--- config.mk ---
export PLATFORM = sky130hd
export DESIGN_NAME = vos_ctrl
export DESIGN_NICKNAME = d
export VERILOG_FILES = /design/src/rtl/vos_ctrl.v /design/src/rtl/vos_timing.v
export VERILOG_INCLUDE_DIRS = /design/src /design/src/rtl
export SDC_FILE = /design/constraint.sdc
export NUM_CORES = 1
export LEC_CHECK = 0
export BUFFER_PORTS_ARGS = -buffer_cell sky130_fd_sc_hd__buf_2
export CORE_UTILIZATION = 61
export CTS_BUF_LIST = sky130_fd_sc_hd__clkbuf_8
export CTS_CLUSTER_SIZE = 12
export DETAILED_ROUTE_END_ITERATION = 10
export PLACE_DENSITY = 0.82
export SLEW_MARGIN = 30
export SYNTH_ARGS = -nofsm -noshare
export SYNTH_HDL_FRONTEND = slang
export SYNTH_SLANG_ARGS = --single-unit
--- constraint.sdc ---
create_clock -name clk -period 9.5 [get_ports clk]
set_clock_uncertainty 0.2 [all_clocks]
set_input_delay 1.425 -clock clk [delete_from_list [all_inputs] [get_ports clk]]
set_output_delay 1.425 -clock clk [all_outputs]
set_load 0.05 [all_outputs]
--- src/rtl/vos_consts.vh ---
// Purpose: constants for the video output status and control block
// Assumes: 32-bit AHB-Lite register words, byte addresses below
// Notes:   definitions only
`ifndef VOS_CONSTS_VH
`define VOS_CONSTS_VH

// register byte offsets
`define VOS_OFS_CTRL      8'h00
`define VOS_OFS_STATUS    8'h04
`define VOS_OFS_LINE      8'h08
`define VOS_OFS_MASK      8'h0C

// control word reset value and fields
`define VOS_CTRL_RESET    32'h3240_0000
`define VOS_CTRL_SWRST    31
`define VOS_CTRL_AWAKE    30
`define VOS_CTRL_CSEL_HI  29
`define VOS_CTRL_CSEL_LO  28
`define VOS_CTRL_PLLS_HI  27
`define VOS_CTRL_PLLS_LO  25
`define VOS_CTRL_PLLT_HI  24
`define VOS_CTRL_PLLT_LO  22
`define VOS_CTRL_CLKDRV   21
`define VOS_CTRL_SYNCM    20
`define VOS_CTRL_ACK2     9
`define VOS_CTRL_ACK1     8
`define VOS_CTRL_MODE_HI  3
`define VOS_CTRL_MODE_LO  1
`define VOS_CTRL_EN       0
// writable bits of the control word (acks are actions and read zero)
`define VOS_CTRL_WMASK    32'hFFF0_000F

// mode codes
`define VOS_MODE_STREAM   3'h4

// clock source codes
`define VOS_CSEL_VCO      2'h0
`define VOS_CSEL_FBDIV    2'h1
`define VOS_CSEL_INDIV    2'h2
`define VOS_CSEL_DDS      2'h3

// status bit positions
`define VOS_ST_LINE       0
`define VOS_ST_UNDERRUN_FLAG       1
`define VOS_ST_DRAIN1     2
`define VOS_ST_DRAIN2     3
`define VOS_ST_UNIT       4
`define VOS_ST_SECOND_FIELD_ACTIVE     6
`define VOS_ST_VERTICAL_BLANK_FLAG     7
`define VOS_STICKY_MASK   32'h0000_0003

// settling time after software reset, in pixel clock cycles
`define VOS_SETTLE_PIX    3'h5

`endif

--- src/rtl/vos_ctrl.v ---
// Purpose: status flags, control word and AHB-Lite register slave of the video output unit
// Assumes: single clock, all pin inputs synchronous to clk
// Notes:   zero wait state slave, response always OKAY
//
// The AHB-Lite slave port and the register addresses were decided locally.
`timescale 1ns/1ps
`default_nettype none
`include "vos_consts.vh"
// Operation
// - line match flag on programmed line
// - underrun flag requests interrupt when enabled
// - refresh underrun at start of video
// - first buffer ack clears drained flag
// - streaming underrun when no next buffer
// - streaming field flag shows active buffer
// - refresh field flag high in field two
// - vertical blank flag only in refresh
// - control resets to fixed documented word
// - wait five pixel clocks before enabling
// - hardware reset makes clock, sync pins inputs
// - software reset keeps registers unchanged
// - keep awake blocks global power down
// - refresh underrun if drained not acked
// - clock source field selects pixel clock
module vos_ctrl #(
  parameter [3:0] DDS_DIV  = 4'h2,
  parameter       BUF_SIZE = 64,
  parameter       H_TOTAL  = 16,
  parameter       H_ACTIVE = 12,
  parameter       V_TOTAL  = 10,
  parameter       V_ACTIVE = 8
) (
  input  wire        clk,
  input  wire        resetn,
  input  wire        hsel,
  input  wire [7:0]  haddr,
  input  wire [1:0]  htrans,
  input  wire        hwrite,
  input  wire [2:0]  hsize,
  input  wire [31:0] hwdata,
  input  wire        hready,
  output wire        hreadyout,
  output wire        hresp,
  output reg  [31:0] hrdata,
  input  wire        pixel_clock_pin_in,
  output reg         pixel_clock_pin_out,
  output wire        pixel_clock_pin_oe,
  input  wire        line_sync_pin_in,
  output reg         line_sync_pin_out,
  output wire        line_sync_pin_oe,
  input  wire        frame_sync_pin_in,
  output reg         frame_sync_pin_out,
  output wire        frame_sync_pin_oe,
  input  wire        global_power_down,
  output reg         unit_powered_down,
  output reg         stream_byte_strobe,
  output reg  [1:0]  clock_source,
  output wire        irq
);
  // control, status and address phase state
  reg [31:0] ctrl_r;
  reg [11:0] line_match_register_r;
  reg [7:0]  mask_r;
  reg        line_match_flag_r;
  reg        underrun_flag_r;
  reg        first_buffer_drained_r;
  reg        second_buffer_drained_r;
  reg        buf_pend1_r;
  reg        buf_pend2_r;
  reg        active_buf2_r;
  reg [15:0] byte_cnt_r;
  reg        wr_pend_r;
  reg [7:0]  wr_addr_r;
  reg [2:0]  settle_r;
  reg [3:0]  div_cnt_r;
  reg        pin_prev_r;

  wire        swrst      = ctrl_r[`VOS_CTRL_SWRST];
  wire        keep_awake = ctrl_r[`VOS_CTRL_AWAKE];
  wire [1:0]  csel       = ctrl_r[`VOS_CTRL_CSEL_HI:`VOS_CTRL_CSEL_LO];
  wire [2:0]  pll_s      = ctrl_r[`VOS_CTRL_PLLS_HI:`VOS_CTRL_PLLS_LO];
  wire [2:0]  pll_t      = ctrl_r[`VOS_CTRL_PLLT_HI:`VOS_CTRL_PLLT_LO];
  wire        clk_drive  = ctrl_r[`VOS_CTRL_CLKDRV];
  wire        sync_mstr  = ctrl_r[`VOS_CTRL_SYNCM];
  wire [2:0]  mode       = ctrl_r[`VOS_CTRL_MODE_HI:`VOS_CTRL_MODE_LO];
  wire        unit_en    = ctrl_r[`VOS_CTRL_EN];
  wire        streaming  = (mode == `VOS_MODE_STREAM);
  wire        refresh    = (mode != 3'h0) & ~streaming;

  // ahb address phase decode
  wire        acc    = hsel & hready & htrans[1];
  wire        wr_now = wr_pend_r;
  wire        wr_ctl = wr_now & (wr_addr_r == `VOS_OFS_CTRL);
  wire        wr_st  = wr_now & (wr_addr_r == `VOS_OFS_STATUS);
  wire        ack1   = wr_ctl & hwdata[`VOS_CTRL_ACK1];
  wire        ack2   = wr_ctl & hwdata[`VOS_CTRL_ACK2];

  assign hreadyout = 1'b1;
  assign hresp     = 1'b0;

  // pixel clock divider ratio per source
  reg [3:0] div_sel;
  always @* begin
    case (csel)
      `VOS_CSEL_VCO:   div_sel = 4'h1;
      `VOS_CSEL_FBDIV: div_sel = {1'b0, pll_t} + 4'h1;
      `VOS_CSEL_INDIV: div_sel = {1'b0, pll_s} + 4'h1;
      `VOS_CSEL_DDS:   div_sel = DDS_DIV;
      default:         div_sel = DDS_DIV;
    endcase
  end

  // pixel enable from own divider or from an external pixel clock edge
  wire halted  = unit_powered_down;
  wire div_hit = (div_cnt_r >= div_sel - 4'h1);
  wire pix_en  = ~halted & (clk_drive ? (div_hit & ~pixel_clock_pin_out) : (pixel_clock_pin_in & ~pin_prev_r));

  always @(posedge clk or negedge resetn) begin
    if (!resetn) begin
      div_cnt_r           <= 4'h0;
      pixel_clock_pin_out <= 1'b0;
      pin_prev_r          <= 1'b0;
      clock_source        <= `VOS_CSEL_DDS;
    end else begin
      pin_prev_r   <= pixel_clock_pin_in;
      clock_source <= csel;
      if (!clk_drive || halted) begin
        div_cnt_r <= 4'h0;
      end else if (div_hit) begin
        div_cnt_r           <= 4'h0;
        pixel_clock_pin_out <= ~pixel_clock_pin_out;
      end else begin
        div_cnt_r <= div_cnt_r + 4'h1;
      end
    end
  end

  // pins are inputs unless the drive controls are set
  assign pixel_clock_pin_oe = clk_drive;
  assign line_sync_pin_oe   = sync_mstr;
  assign frame_sync_pin_oe  = sync_mstr;

  // settling counter after software reset, counted in pixel clocks
  wire settled = (settle_r == `VOS_SETTLE_PIX);
  always @(posedge clk or negedge resetn) begin
    if (!resetn) begin
      settle_r <= `VOS_SETTLE_PIX;
    end else if (swrst) begin
      settle_r <= 3'h0;
    end else if (pix_en && !settled) begin
      settle_r <= settle_r + 3'h1;
    end
  end

  // the unit runs only once enabled and settled
  wire running = unit_en & settled & ~swrst;

  wire [11:0] line_cnt;
  wire        second_field_active;
  wire        vertical_blank_flag;
  wire        line_start;
  wire        sav_pulse;
  wire        field_end;
  wire        hs;
  wire        vs;

  vos_timing #(
    .H_TOTAL  (H_TOTAL),
    .H_ACTIVE (H_ACTIVE),
    .V_TOTAL  (V_TOTAL),
    .V_ACTIVE (V_ACTIVE)
  ) u_timing (
    .clk        (clk),
    .resetn     (resetn),
    .clr        (swrst),
    .run        (running & refresh),
    .pix_en     (pix_en),
    .line_cnt_r (line_cnt),
    .pix_cnt_r  (),
    .second_field_active_r   (second_field_active),
    .vertical_blank_flag_r   (vertical_blank_flag),
    .line_start (line_start),
    .sav_pulse  (sav_pulse),
    .field_end  (field_end),
    .hsync      (hs),
    .vsync      (vs)
  );

  // sync outputs and power state
  always @(posedge clk or negedge resetn) begin
    if (!resetn) begin
      line_sync_pin_out  <= 1'b0;
      frame_sync_pin_out <= 1'b0;
      unit_powered_down  <= 1'b0;
    end else begin
      line_sync_pin_out  <= refresh & hs;
      frame_sync_pin_out <= refresh & vs;
      unit_powered_down  <= global_power_down & ~keep_awake;
    end
  end

  // event detection
  wire line_hit    = refresh & line_start & ~vertical_blank_flag & (line_cnt == line_match_register_r);
  wire ref_underrun_flag    = refresh & sav_pulse & first_buffer_drained_r;
  wire step        = running & streaming & pix_en;
  wire last_byte   = step & (byte_cnt_r == BUF_SIZE - 1);
  wire next_ready  = active_buf2_r ? buf_pend1_r : buf_pend2_r;
  wire str_underrun_flag    = last_byte & ~next_ready;
  wire set_drain1  = (refresh & field_end) | (last_byte & ~active_buf2_r);
  wire set_drain2  = last_byte & active_buf2_r;
  wire clr_line    = wr_st & hwdata[`VOS_ST_LINE];
  wire clr_underrun_flag    = wr_st & hwdata[`VOS_ST_UNDERRUN_FLAG];

  // streaming byte counter and buffer switch
  always @(posedge clk or negedge resetn) begin
    if (!resetn) begin
      byte_cnt_r         <= 16'h0000;
      active_buf2_r      <= 1'b0;
      buf_pend1_r        <= 1'b0;
      buf_pend2_r        <= 1'b0;
      stream_byte_strobe <= 1'b0;
    end else if (swrst) begin
      byte_cnt_r         <= 16'h0000;
      active_buf2_r      <= 1'b0;
      buf_pend1_r        <= 1'b0;
      buf_pend2_r        <= 1'b0;
      stream_byte_strobe <= 1'b0;
    end else begin
      stream_byte_strobe <= step;
      if (last_byte) begin
        byte_cnt_r <= 16'h0000;
        if (next_ready) begin
          active_buf2_r <= ~active_buf2_r;
        end
      end else if (step) begin
        byte_cnt_r <= byte_cnt_r + 16'h0001;
      end
      // a pending buffer is consumed on the switch; an ack in the same cycle still counts
      buf_pend1_r <= ack1 | (buf_pend1_r & ~(last_byte & active_buf2_r & next_ready));
      buf_pend2_r <= ack2 | (buf_pend2_r & ~(last_byte & ~active_buf2_r & next_ready));
    end
  end

  // sticky flags, set wins over clear
  always @(posedge clk or negedge resetn) begin
    if (!resetn) begin
      line_match_flag_r       <= 1'b0;
      underrun_flag_r         <= 1'b0;
      first_buffer_drained_r  <= 1'b0;
      second_buffer_drained_r <= 1'b0;
    end else begin
      line_match_flag_r       <= line_hit | (line_match_flag_r & ~clr_line);
      underrun_flag_r         <= ref_underrun_flag | str_underrun_flag | (underrun_flag_r & ~clr_underrun_flag);
      first_buffer_drained_r  <= set_drain1 | (first_buffer_drained_r & ~ack1);
      second_buffer_drained_r <= set_drain2 | (second_buffer_drained_r & ~ack2);
    end
  end

  // live state bits of the status word
  wire field_flag = streaming ? active_buf2_r : (refresh & second_field_active & ~vertical_blank_flag);
  wire vb_flag    = refresh & vertical_blank_flag;

  wire [7:0] status = {vb_flag, field_flag, 1'b0, 1'b1, second_buffer_drained_r,
                       first_buffer_drained_r, underrun_flag_r, line_match_flag_r};

  // one level interrupt from all enabled flags
  assign irq = |(status[3:0] & mask_r[3:0]);

  // register writes in the data phase
  always @(posedge clk or negedge resetn) begin
    if (!resetn) begin
      ctrl_r                <= `VOS_CTRL_RESET;
      line_match_register_r <= 12'h000;
      mask_r                <= 8'h00;
      wr_pend_r             <= 1'b0;
      wr_addr_r             <= 8'h00;
    end else begin
      wr_pend_r <= acc & hwrite;
      wr_addr_r <= haddr;
      if (wr_ctl) begin
        ctrl_r <= hwdata & `VOS_CTRL_WMASK;
      end
      if (wr_now && wr_addr_r == `VOS_OFS_LINE) begin
        line_match_register_r <= hwdata[11:0];
      end
      if (wr_now && wr_addr_r == `VOS_OFS_MASK) begin
        mask_r <= {4'h0, hwdata[3:0]};
      end
    end
  end

  // read data captured in the address phase, unmapped reads zero
  always @(posedge clk or negedge resetn) begin
    if (!resetn) begin
      hrdata <= 32'h0000_0000;
    end else if (acc && !hwrite) begin
      case (haddr)
        `VOS_OFS_CTRL:   hrdata <= ctrl_r;
        `VOS_OFS_STATUS: hrdata <= {24'h00_0000, status};
        `VOS_OFS_LINE:   hrdata <= {20'h0_0000, line_match_register_r};
        `VOS_OFS_MASK:   hrdata <= {24'h00_0000, mask_r};
        default:         hrdata <= 32'h0000_0000;
      endcase
    end
  end
endmodule
`default_nettype wire

--- src/rtl/vos_timing.v ---
// Purpose: field and line timing for video refresh
// Assumes: pix_en is a one-cycle enable per pixel
// Notes:   two interlaced fields, active lines first in each field
`timescale 1ns/1ps
`default_nettype none
module vos_timing #(
  parameter H_TOTAL  = 16,
  parameter H_ACTIVE = 12,
  parameter V_TOTAL  = 10,
  parameter V_ACTIVE = 8
) (
  input  wire        clk,
  input  wire        resetn,
  input  wire        clr,
  input  wire        run,
  input  wire        pix_en,
  output reg  [11:0] line_cnt_r,
  output reg  [11:0] pix_cnt_r,
  output reg         second_field_active_r,
  output reg         vertical_blank_flag_r,
  output wire        line_start,
  output wire        sav_pulse,
  output wire        field_end,
  output wire        hsync,
  output wire        vsync
);
  wire step     = run & pix_en;
  wire line_end = (pix_cnt_r == H_TOTAL - 1);
  wire last_ln  = (line_cnt_r == V_TOTAL - 1);

  // event pulses for the register block
  assign line_start = step & (pix_cnt_r == 12'h000);
  assign sav_pulse  = line_start & (line_cnt_r == 12'h000);
  assign field_end  = step & line_end & (line_cnt_r == V_ACTIVE - 1);
  assign hsync      = (pix_cnt_r >= H_ACTIVE);
  assign vsync      = vertical_blank_flag_r;

  // pixel, line and field counters
  always @(posedge clk or negedge resetn) begin
    if (!resetn) begin
      pix_cnt_r  <= 12'h000;
      line_cnt_r <= 12'h000;
      second_field_active_r   <= 1'b0;
      vertical_blank_flag_r   <= 1'b0;
    end else if (clr) begin
      pix_cnt_r  <= 12'h000;
      line_cnt_r <= 12'h000;
      second_field_active_r   <= 1'b0;
      vertical_blank_flag_r   <= 1'b0;
    end else if (step) begin
      if (line_end) begin
        pix_cnt_r <= 12'h000;
        if (last_ln) begin
          line_cnt_r <= 12'h000;
          second_field_active_r   <= ~second_field_active_r;
          vertical_blank_flag_r   <= 1'b0;
        end else begin
          line_cnt_r <= line_cnt_r + 12'h001;
          vertical_blank_flag_r   <= (line_cnt_r >= V_ACTIVE - 1);
        end
      end else begin
        pix_cnt_r <= pix_cnt_r + 12'h001;
      end
    end
  end
endmodule
`default_nettype wire

==> results of run 1 <==
==> routing by layer <==
| layer | vias to the layer above | share of wire | track usage |
|---|---|---|---|
| met5 | - | 0 | 0 |
| met1 | 2550 | 0.43 | 0.3623 |
| met4 | 0 | 0.014 | 0.09425 |
| met2 | 172 | 0.50 | 0.4680 |
| li1 | 2416 | - | - |
| met3 | 20 | 0.052 | 0.06494 |
==> registers in the layout, indices dropped and copies added, names as in the netlist, 2 cells and up <==
register and flops:
line_match_register_r 12, hrdata 24, div_cnt_r 4, u_timing.line_cnt_r 12
ctrl_r 16, wr_addr_r 8, byte_cnt_r 16, settle_r 3
clock_source 2, u_timing.pix_cnt_r 12, mask_r 4
==> synthesized netlist by cell type (5+ instances only) <==
| cell type | instances | area share |
|---|---|---|
| a21oi_1 | 44 | 0.034 |
| a22o_1 | 6 | 0.0080 |
| and3_1 | 5 | 0.0048 |
| buf_2 | 7 | 0.0054 |
| buf_4 | 12 | 0.014 |
| clkbuf_1 | 13 | 0.0075 |
| dfrtp_1 | 121 | 0.46 |
| dfstp_2 | 8 | 0.032 |
| ha_1 | 18 | 0.034 |
| inv_1 | 18 | 0.010 |
| mux2_2 | 34 | 0.059 |
| nand2_1 | 61 | 0.035 |
| nand2b_1 | 9 | 0.0086 |
| nand3_1 | 27 | 0.021 |
| nand4_1 | 12 | 0.011 |
| nor2_1 | 32 | 0.018 |
| nor2b_1 | 7 | 0.0067 |
| nor3_1 | 6 | 0.0046 |
| o21ai_0 | 47 | 0.036 |
| o31ai_1 | 15 | 0.017 |
| or3_1 | 16 | 0.015 |
| or4_1 | 19 | 0.022 |
| xnor2_1 | 13 | 0.017 |
| xor2_1 | 10 | 0.013 |
==> worst max-delay path: stages (launching register included) <==
cell and delay, ns:
dfstp_2 0.55, inv_1 0.08, ha_1 0.26, mux2_2 0.32
ha_1 0.28, a21oi_1 0.14, nor2_1 0.07, a31oi_1 0.17
xnor2_1 0.15, a31oi_1 0.13, ha_1 0.33, o211ai_1 0.12
o211ai_1 0.35, clkbuf_4 0.29, nand4_1 0.46, or4_1 0.58
a21oi_1 0.15
==> worst paths after layout <==
| path | start | to | slack, ns |
|---|---|---|---|
| max in group asynchronous | resetn | wr_addr_r[3] | 7.14 |
| worst max-delay path | ctrl_r[28] | u_timing.line_cnt_r[4] | 4.79 |
| worst min register to register | ctrl_r[28] | clock_source[0] | 0.19 |
| worst max register to register | ctrl_r[28] | u_timing.line_cnt_r[4] | 4.79 |
| min in group asynchronous | resetn | ctrl_r[26] | 0.78 |
| worst min-delay path | ctrl_r[28] | clock_source[0] | 0.19 |
==> stage by stage <==
step / area, um2 / std cells / worst slack [ns]
finish: 7386 / 848 / 4.788
global route: 7386 / 848 / 4.489
CTS: 7372 / 847 / 4.368
detailed placement: 6892 / 815 / 4.422
global placement: 6892 / 815 / 4.626
floorplan: 6570 / 640 / 5.667
==> layout make-up <==
cell class              count  share of cell area
clock inverters            12             0.02778
repair buffers             78             0.05506
inverters                  18            0.009148
multi-input cells         455              0.4093
well taps                 136             0.02304
clock buffers              20             0.03727
flip-flops and latches    129              0.4384
==> cells by family after synthesis <==
family,Yosys count,synth area share
and+or+nand+nor,229,0.1959
AOI/OAI and AO/OA,138,0.1318
DFF,129,0.4951
buffers and inverters,56,0.04764
muxes,37,0.06313
xor gates and xnor gates,23,0.03080
adders and majority gates,18,0.03444
other,2,0.001148
==> power by group through the flow <==
| stage | registers, mW | clock network [mW] | logic, mW |
|---|---|---|---|
| after floorplan | 0.593 | 0 | 0.0630 |
| after global placement | 0.595 | 0 | 0.0835 |
| after detailed placement | 0.597 | 0 | 0.0897 |
| after CTS | 0.587 | 0.564 | 0.0902 |
| after global routing | 0.589 | 0.588 | 0.101 |
| final | 0.587 | 0.557 | 0.0895 |
==> run summary, run 1 <==
Congestion Overflow GR: 0
Detail Route Antenna Nets: 0
Final hold vios: 0
Worst Hold Class: flop to flop
Worst-Margin Slew: 0.9468 ns
Global-route wire length before repair: 24.29 mm
Hold slack final: 0.1899 ns
Chip height: 105.5 um
Async S/R FF share, synth: 1.000
Crit end category: flop
Primary FF master, synth: dfrtp_1
Worst skew pair latency: 0.46 ns
Drt first pass iters: 6
Register area: 3238 um2
Buffers added on ports: 74
WHS Path Cells: 0
RSZ-0062 raised after global routing: false
Tot GR Track Use: 0.2806
Top Ports: 99
Diode count: 0
Pwr/cell area: 167.0 nW/um2
Initial antenna violation count: 0
Syn avg cell area: 10.35 um2
CTS Buffer Depth: 2
Layout cell share with drive strength beyond 1: 0.2388
Power share of the clock group: 0.452
Crit path launch type: flop
Number of global-route vias before repair: 5,028
Peak supply drop: 0.1509 mV
Worst Reg-to-Reg Cells: 16
Internal: 0.9362 mW
Full die area: 11,140 um2
Util after Layout: 0.7122
Routed vias: 5,158
Gate power share: 0.073
CTS H-Tree Depth: 4
RD Place Congestion: 0.8776
Mapped Cells: 632
WS Path Type: flop to flop
Crit Path Max Fanout: 14
Post-layout nets: 771
Status: completed
CTS Sinks: 129
Root Driver: clkbuf_8
Worst slew margin: 0.3658
Post-synthesis register bit count: 129
PostCTS Resize Cnt: 0
Max-Cap Viols: 0
Sw Ratio: 0.2412
Tot Pwr: 1.234 mW
Largest net degree at the start of global routing: 73
Die Span X: 105.5 um
DRT iter0 DRCs: 369
Distinct cell type count after synthesis: 62
DP HPWL: 9.919 mm
Hold buffers post-CTS: 0
Post-synthesis sequential area ratio: 0.4951
Critical Path RT: 9.69 ns
Area of the multi-input gates: 3023 um2
Area delta synth->final: 12.93%
Synth Cell Area: 6540 um2
CTS buffer count: 17
Leak: 3.317 nW
Avg Vias per Cell: 6.083
Std cell rows: 37
Commonest non-fill, non-tap cell in the layout: dfrtp_1
Fill count: 702
EDFF count, synth: 0
Fmax: 212.2 MHz
Final setup violation count: 0
Pins Over Slew Limit: 0
Clock Pin Slew Worst Setup and Hold Paths: 0.08 ns
Sequential power share: 0.476
Crit share post-route: 0.4960
Switching power: 0.2976 mW
Starting Density: 0.6307
Most frequent cells in the layout: 121 x dfrtp_1, 73 x buf_2, 61 x nand2_1
DRT Wirelength: 14.36 mm
Remaining DRCs: 0
Final min period: 4.712 ns
Setup bufs post-CTS: 0
CORE AREA: 10,370 um2
CTS tree: built
Final TNS setup: 0 ns
Crit path DAT: 4.90 ns
Drt wl/cell: 16.93 um
Ys Warns: 0
Note: power is estimated with default switching activity, not from simulation.
==> inputs of run 2 (changes only) <==
- CORE_UTILIZATION: 61 -> 59
- PLACE_DENSITY: 0.82 -> 0.79
- clock period: 9.5 -> 4.5 ns (I/O delays scaled with it)
==> run summary, run 2 (synthesis results as in run 1) <==
Hold buffers post-CTS: 0 (unchanged)
Starting Density: 0.6033 (-0.02737)
Buffers added on ports: 74 (unchanged)
Pins Over Slew Limit: 0 (unchanged)
CP bufs+invs: 2 (unchanged)
Largest net degree at the start of global routing: 65 (-11%)
Clock Pin Slew Worst Setup and Hold Paths: 0.08 ns (about the same)
Final setup violation count: 0 (unchanged)
Met1 Use GR: 0.3437 (-0.01863)
Routed vias: 5,211 (+1.0%)
Drt first pass iters: 6 (unchanged)
Detail Route Antenna Nets: 0 (unchanged)
Diode count: 0 (unchanged)
Reg-to-reg startpoint: ctrl_r[28]
Final TNS setup: 0 ns (unchanged)
Crit-path cells: inv_1 -> ha_1 -> mux2_2 -> ha_1 -> a21oi_1 -> nor2_1 -> a31oi_1 -> xnor2_1 -> a31oi_1 -> ha_1 -> o211ai_1 -> o211ai_1 -> buf_6 -> nand4_1 -> or4_1 -> o31ai_1
Global-route wire length before repair: 24.23 mm (-0.23%)
Most used routing layer: met2
Setup crit start: ctrl_r[28]
Fmax: 229.9 MHz (+8.3%)
RD Place Congestion: 0.8387 (-4.4%)
Final Non-Filler Cells: 863 (+1.8%)
Drt wl/cell: 16.87 um (-0.38%)
Crit end category: flop
CTS H-Tree Depth: 4 (unchanged)
Max-Cap Viols: 0 (unchanged)
Max reg flops: 24 (unchanged)
Worst slew margin: 0.4544 (+0.08855)
Post-layout nets: 782 (+1.4%)
Number of global-route vias before repair: 5,206 (+3.5%)
Pwr/cell area: 326.2 nW/um2 (+95%)
Std cell rows: 38 (+2.7%)
Most frequent cells in the layout: 121 x dfrtp_1, 73 x buf_2, 61 x nand2_1
Critical Path RT: 4.64 ns (-5.05 ns)
Crit path launch type: flop
DRT iter0 DRCs: 399 (+8.1%)
Worst flop-to-flop path endpoint: u_timing.line_cnt_r[3]
Grt met3 use: 0.06053 (-0.004402)
Largest registers: hrdata x24, byte_cnt_r x16, ctrl_r x16
Status: completed
Avg Vias per Cell: 6.038 (-0.73%)
DRT Wirelength: 14.56 mm (+1.4%)
Placed insts: 824 (+1.1%)
Commonest non-fill, non-tap cell in the layout: dfrtp_1
Max incr delay on CP: 0.60 ns (+0.02 ns)
Peak supply drop: 0.1645 mV (+9.0%)
Crit path DAT: 4.49 ns (-0.41 ns)
WS Path Type: flop to flop
Crit share post-route: 0.9667 (+0.4707)
Met2 usage: 0.4415 (-0.02657)
Worst skew pair latency: 0.44 ns (-0.02 ns)
Final hold vios: 0 (unchanged)
Root Driver: clkbuf_8
Crit path max-delay family: simple AND/OR/NAND/NOR gates
Top Ports: 99 (unchanged)
Die Span X: 107.3 um (+1.6%)
Leak: 3.312 nW (-0.14%)
Worst Hold Class: primary input to async pin
Tot GR Track Use: 0.2695 (-0.01109)
Area delta synth->final: 13.12%
Initial antenna violation count: 0 (unchanged)
DP HPWL: 10.10 mm (+1.8%)
Crit path top cell by count: ha_1
Final min period: 4.350 ns (-0.3618 ns)
CTS Sinks: 129 (unchanged)
Slowest stage cell, crit path: or4_1
Remaining DRCs: 0 (unchanged)
Internal reg-to-reg setup slack: 0.15 ns (-4.64 ns)
Chip height: 107.3 um (+1.6%)
Congestion Overflow GR: 0 (unchanged)
Worst-Margin Slew: 0.8154 ns (-0.1314 ns)
CTS Buffer Depth: 2 (unchanged)
Layout cell share with drive strength beyond 1: 0.2517 (+0.01296)
Full die area: 11,510 um2 (+3.3%)
Crit Path Max Fanout: 10 (-4)
CTS buffer count: 17 (unchanged)
CTS tree: built
CORE AREA: 10,840 um2 (+4.5%)
Hold slack final: 0.09398 ns (-0.09589 ns)
Reg with most FFs: hrdata
Worst Reg-to-Reg Cells: 16 (unchanged)
==> run 2: where the power goes <==
group | switching [mW] | leakage (nW) | internal (mW)
logic | 0.119 | 1.45 | 0.0699
clock network | 0.489 | 0.185 | 0.496
registers | 0.0392 | 1.68 | 1.20
total | 0.647 | 3.31 | 1.77
==> run 2: final cells by class <==
| class | count | area (um2) |
|---|---|---|
| Clock inverter | 15 | 160.2 |
| Tap cell | 140 | 175.2 |
| Fill cell | 823 | 3442 |
| Timing Repair Buffer | 88 | 481.7 |
| Clock buffer | 17 | 234.0 |
| Inverter | 18 | 67.56 |
| Multi-Input combinational cell | 456 | 3042 |
| Sequential cell | 129 | 3238 |
==> run 2: worst max-delay path by stage <==
stage                              to  slack, ns  depth (start not counted)
6_report       u_timing.line_cnt_r[3]       0.15                         16
5_1_grt        u_timing.line_cnt_r[4]      -0.06                         16
4_1_cts        u_timing.line_cnt_r[3]       0.12                         16
3_5_place_dp            byte_cnt_r[8]       0.02                         17
3_3_place_gp            byte_cnt_r[6]       0.18                         17
2_1_floorplan  u_timing.line_cnt_r[3]       0.67                         16
==> run 2: repair_timing <==
action                     in CTS  in global routing
setup buffers                   0                  6
gates resized for setup         1                  2
setup endpoints to repair       2                 30
pin swaps                       0                  1
hold endpoints to repair        0                  0
gates cloned                    0                  1
==> run 2: through the flow <==
stage / worst slack, ns / total power, mW / util / cell area (um2)
3_3_place_gp: 0.1821 / 1.436 / 0.6397 / 6934
5_1_grt: -0.06275 / 2.508 / 0.6825 / 7398
2_1_floorplan: 0.6674 / 1.385 / - / 6570
3_5_place_dp: 0.02383 / 1.450 / 0.6397 / 6934
6_report: 0.1501 / 2.413 / 0.6825 / 7398
4_1_cts: 0.1196 / 2.424 / 0.6767 / 7336
==> run 2: layer usage <==
layer  vias up  part of all wire
li1       2440                 -
met1      2572              0.43
met2       170              0.50
met3        29             0.055
met4         0             0.019
met5         -                 0
==> inputs of run 3 (changes only) <==
- BUFFER_PORTS_ARGS: -buffer_cell sky130_fd_sc_hd__buf_2 -> unset
- CORE_UTILIZATION: 59 -> 61
- DONT_BUFFER_PORTS: unset -> 1
- PLACE_DENSITY: 0.79 -> 0.74
==> run summary, run 3 (synthesis results as in run 1) <==
Status: completed
Std cell rows: 37 (-2.6%)
Crit share post-route: 0.9435 (-0.02317)
Max-Cap Viols: 0 (unchanged)
CTS H-Tree Depth: 4 (unchanged)
Area delta synth->final: 8.973%
Largest net degree at the start of global routing: 130 (+100%)
Global-route wire length before repair: 23.32 mm (-3.8%)
Final TNS setup: 0 ns (unchanged)
Detail Route Antenna Nets: 0 (unchanged)
Crit path DAT: 4.40 ns (-0.09 ns)
Diode count: 0 (unchanged)
Grt met3 use: 0.07112 (+0.01059)
DRT iter0 DRCs: 401 (+0.50%)
Avg Vias per Cell: 6.089 (+0.85%)
CORE AREA: 10,370 um2 (-4.3%)
Worst-Margin Slew: 0.9262 ns (+0.1108 ns)
Worst flop-to-flop path endpoint: u_timing.pix_cnt_r[10]
Die Span X: 105.5 um (-1.6%)
CTS Sinks: 129 (unchanged)
Crit-path cells: ha_2 -> mux2_2 -> ha_1 -> a21oi_1 -> nor2_1 -> a31oi_1 -> xnor2_1 -> a31oi_1 -> ha_1 -> o211ai_1 -> o211ai_1 -> buf_4 -> a31oi_1 -> buf_4 -> or4_1 -> a21oi_1
Final setup violation count: 0 (unchanged)
Fmax: 235.5 MHz (+2.5%)
Final min period: 4.246 ns (-0.1043 ns)
Worst Hold Class: primary input to async pin
Drt first pass iters: 6 (unchanged)
Congestion Overflow GR: 0 (unchanged)
Final worst slack: 0.2543 ns (+0.1043 ns)
Worst skew pair latency: 0.43 ns (about the same)
Worst slew margin: 0.3826 (-0.07183)
Hold slack final: 0.005355 ns (-0.08862 ns)
Worst Reg-to-Reg Cells: 16 (unchanged)
Slowest stage cell, crit path: dfstp_2
Starting Density: 0.6307 (+0.02737)
Most frequent cells in the layout: 121 x dfrtp_1, 61 x nand2_1, 47 x o21ai_0
Tot GR Track Use: 0.2684 (-0.001073)
Remaining DRCs: 0 (unchanged)
Root Driver: clkbuf_8
Peak supply drop: 0.3280 mV (+99%)
Most used routing layer: met2
Placement Setup Slack: 0.1469 ns (+0.1231 ns)
Post-layout nets: 707 (-9.6%)
Max reg flops: 24 (unchanged)
CTS Buffer Depth: 2 (unchanged)
WS Path Type: flop to flop
Final hold vios: 0 (unchanged)
DP HPWL: 9.372 mm (-7.2%)
Buffers added on ports: 0 (-100%)
Internal reg-to-reg setup slack: 0.25 ns (+0.10 ns)
Crit path launch type: flop
Number of global-route vias before repair: 4,819 (-7.4%)
Crit path max-delay family: compound AO/OA/AOI/OAI gates
Layout cell share with drive strength beyond 1: 0.1744 (-0.07735)
RD Place Congestion: 0.8469 (+0.98%)
Initial antenna violation count: 0 (unchanged)
Reg with most FFs: hrdata
Top Ports: 99 (unchanged)
Critical Path RT: 4.65 ns (about the same)
Leak: 3.031 nW (-8.5%)
DRT Wirelength: 13.69 mm (-5.9%)
Pins Over Slew Limit: 0 (unchanged)
Chip height: 105.5 um (-1.6%)
Commonest non-fill, non-tap cell in the layout: dfrtp_1
Met1 Use GR: 0.3476 (+0.003942)
Finished Cell Area: 7127 um2 (-3.7%)
Routed vias: 4,774 (-8.4%)
Reg-to-reg startpoint: ctrl_r[29]
Crit end category: flop
Met2 usage: 0.4384 (-0.003035)
Clock Pin Slew Worst Setup and Hold Paths: 0.07 ns (about the same)
Largest registers: hrdata x24, byte_cnt_r x16, ctrl_r x16
CTS buffer count: 17 (unchanged)
Max incr delay on CP: 0.56 ns (-0.04 ns)
Drt wl/cell: 17.46 um (+3.5%)
CP bufs+invs: 2 (unchanged)
Full die area: 11,140 um2 (-3.2%)
Util after Layout: 0.6873 (+0.004780)
CTS tree: built
Pwr/cell area: 356.3 nW/um2 (+9.2%)
Placed inst area: 6549 um2 (-5.6%)
Crit path top cell by count: a31oi_1
Crit Path Max Fanout: 10 (unchanged)
[run 3: changes by cell type in the layout (fill, tap and decap cells not counted), sizes merged, moves of 2 or more]
cell / previous run / this run
clkbuf: 17 / 20
clkinv: 5 / 3
clkinvlp: 5 / 2
buf: 88 / 13
bufinv: 2 / 5
[run 3: routing by layer]
layer / up-vias / part of all wire / wire length (um)
li1: 2286 / - / -
met1: 2359 / 0.44 / 6028
met2: 111 / 0.50 / 6799
met3: 18 / 0.051 / 703
met4: 0 / 0.012 / 159
met5: - / 0 / 0
[run 3: area by class of cell]
| type | count | area [um2] |
|---|---|---|
| Fill cell | 778 | 3243 |
| Sequential cell | 129 | 3238 |
| Multi-Input combinational cell | 455 | 3059 |
| Clock buffer | 20 | 275.3 |
| Clock inverter | 12 | 187.7 |
| Tap cell | 136 | 170.2 |
| Timing Repair Buffer | 14 | 128.9 |
| Inverter | 18 | 67.56 |
[run 3: worst register-to-register path, stage by stage (launching register included)]
cell	delay, ns
dfstp_2	0.56
ha_2	0.22
mux2_2	0.35
ha_1	0.29
a21oi_1	0.13
nor2_1	0.07
a31oi_1	0.21
xnor2_1	0.17
a31oi_1	0.12
ha_1	0.32
o211ai_1	0.11
o211ai_1	0.25
buf_4	0.21
a31oi_1	0.10
buf_4	0.18
or4_1	0.51
a21oi_1	0.16
[run 3: what timing repair did]
action | 4_1_cts | 5_1_grt
setup buffers | 0 | 5
resized for setup | 0 | 10
hold endpoints to repair | 129 | 0
endpoints found under the setup margin | 0 | 30
hold buffers | 1 | 0
[run 3: power by group]
part,switching [mW],internal [mW],total (mW),leakage [nW]
sequential,0.0453,1.20,1.25,1.68
clock,0.437,0.697,1.13,0.237
combinational,0.101,0.0586,0.159,1.12
total,0.583,1.96,2.54,3.03
[run 3: metrics by stage]
| stage | instances | power (mW) |
|---|---|---|
| after floorplan | 640 | 1.385 |
| after global placement | 745 | 1.390 |
| after detailed placement | 745 | 1.401 |
| after CTS | 778 | 2.558 |
| after global routing | 784 | 2.640 |
| final | 784 | 2.540 |
[run 3: worst max path at each step]
stage | startpoint | end | slack [ns] | cells after the start
after floorplan | ctrl_r[28] | u_timing.line_cnt_r[3] | 0.67 | 16
after global placement | ctrl_r[28] | u_timing.line_cnt_r[3] | 0.32 | 16
after detailed placement | ctrl_r[28] | u_timing.line_cnt_r[3] | 0.15 | 16
after CTS | ctrl_r[28] | u_timing.line_cnt_r[3] | 0.07 | 16
after global routing | ctrl_r[29] | u_timing.pix_cnt_r[9] | -0.01 | 16
final | ctrl_r[29] | u_timing.pix_cnt_r[10] | 0.25 | 16
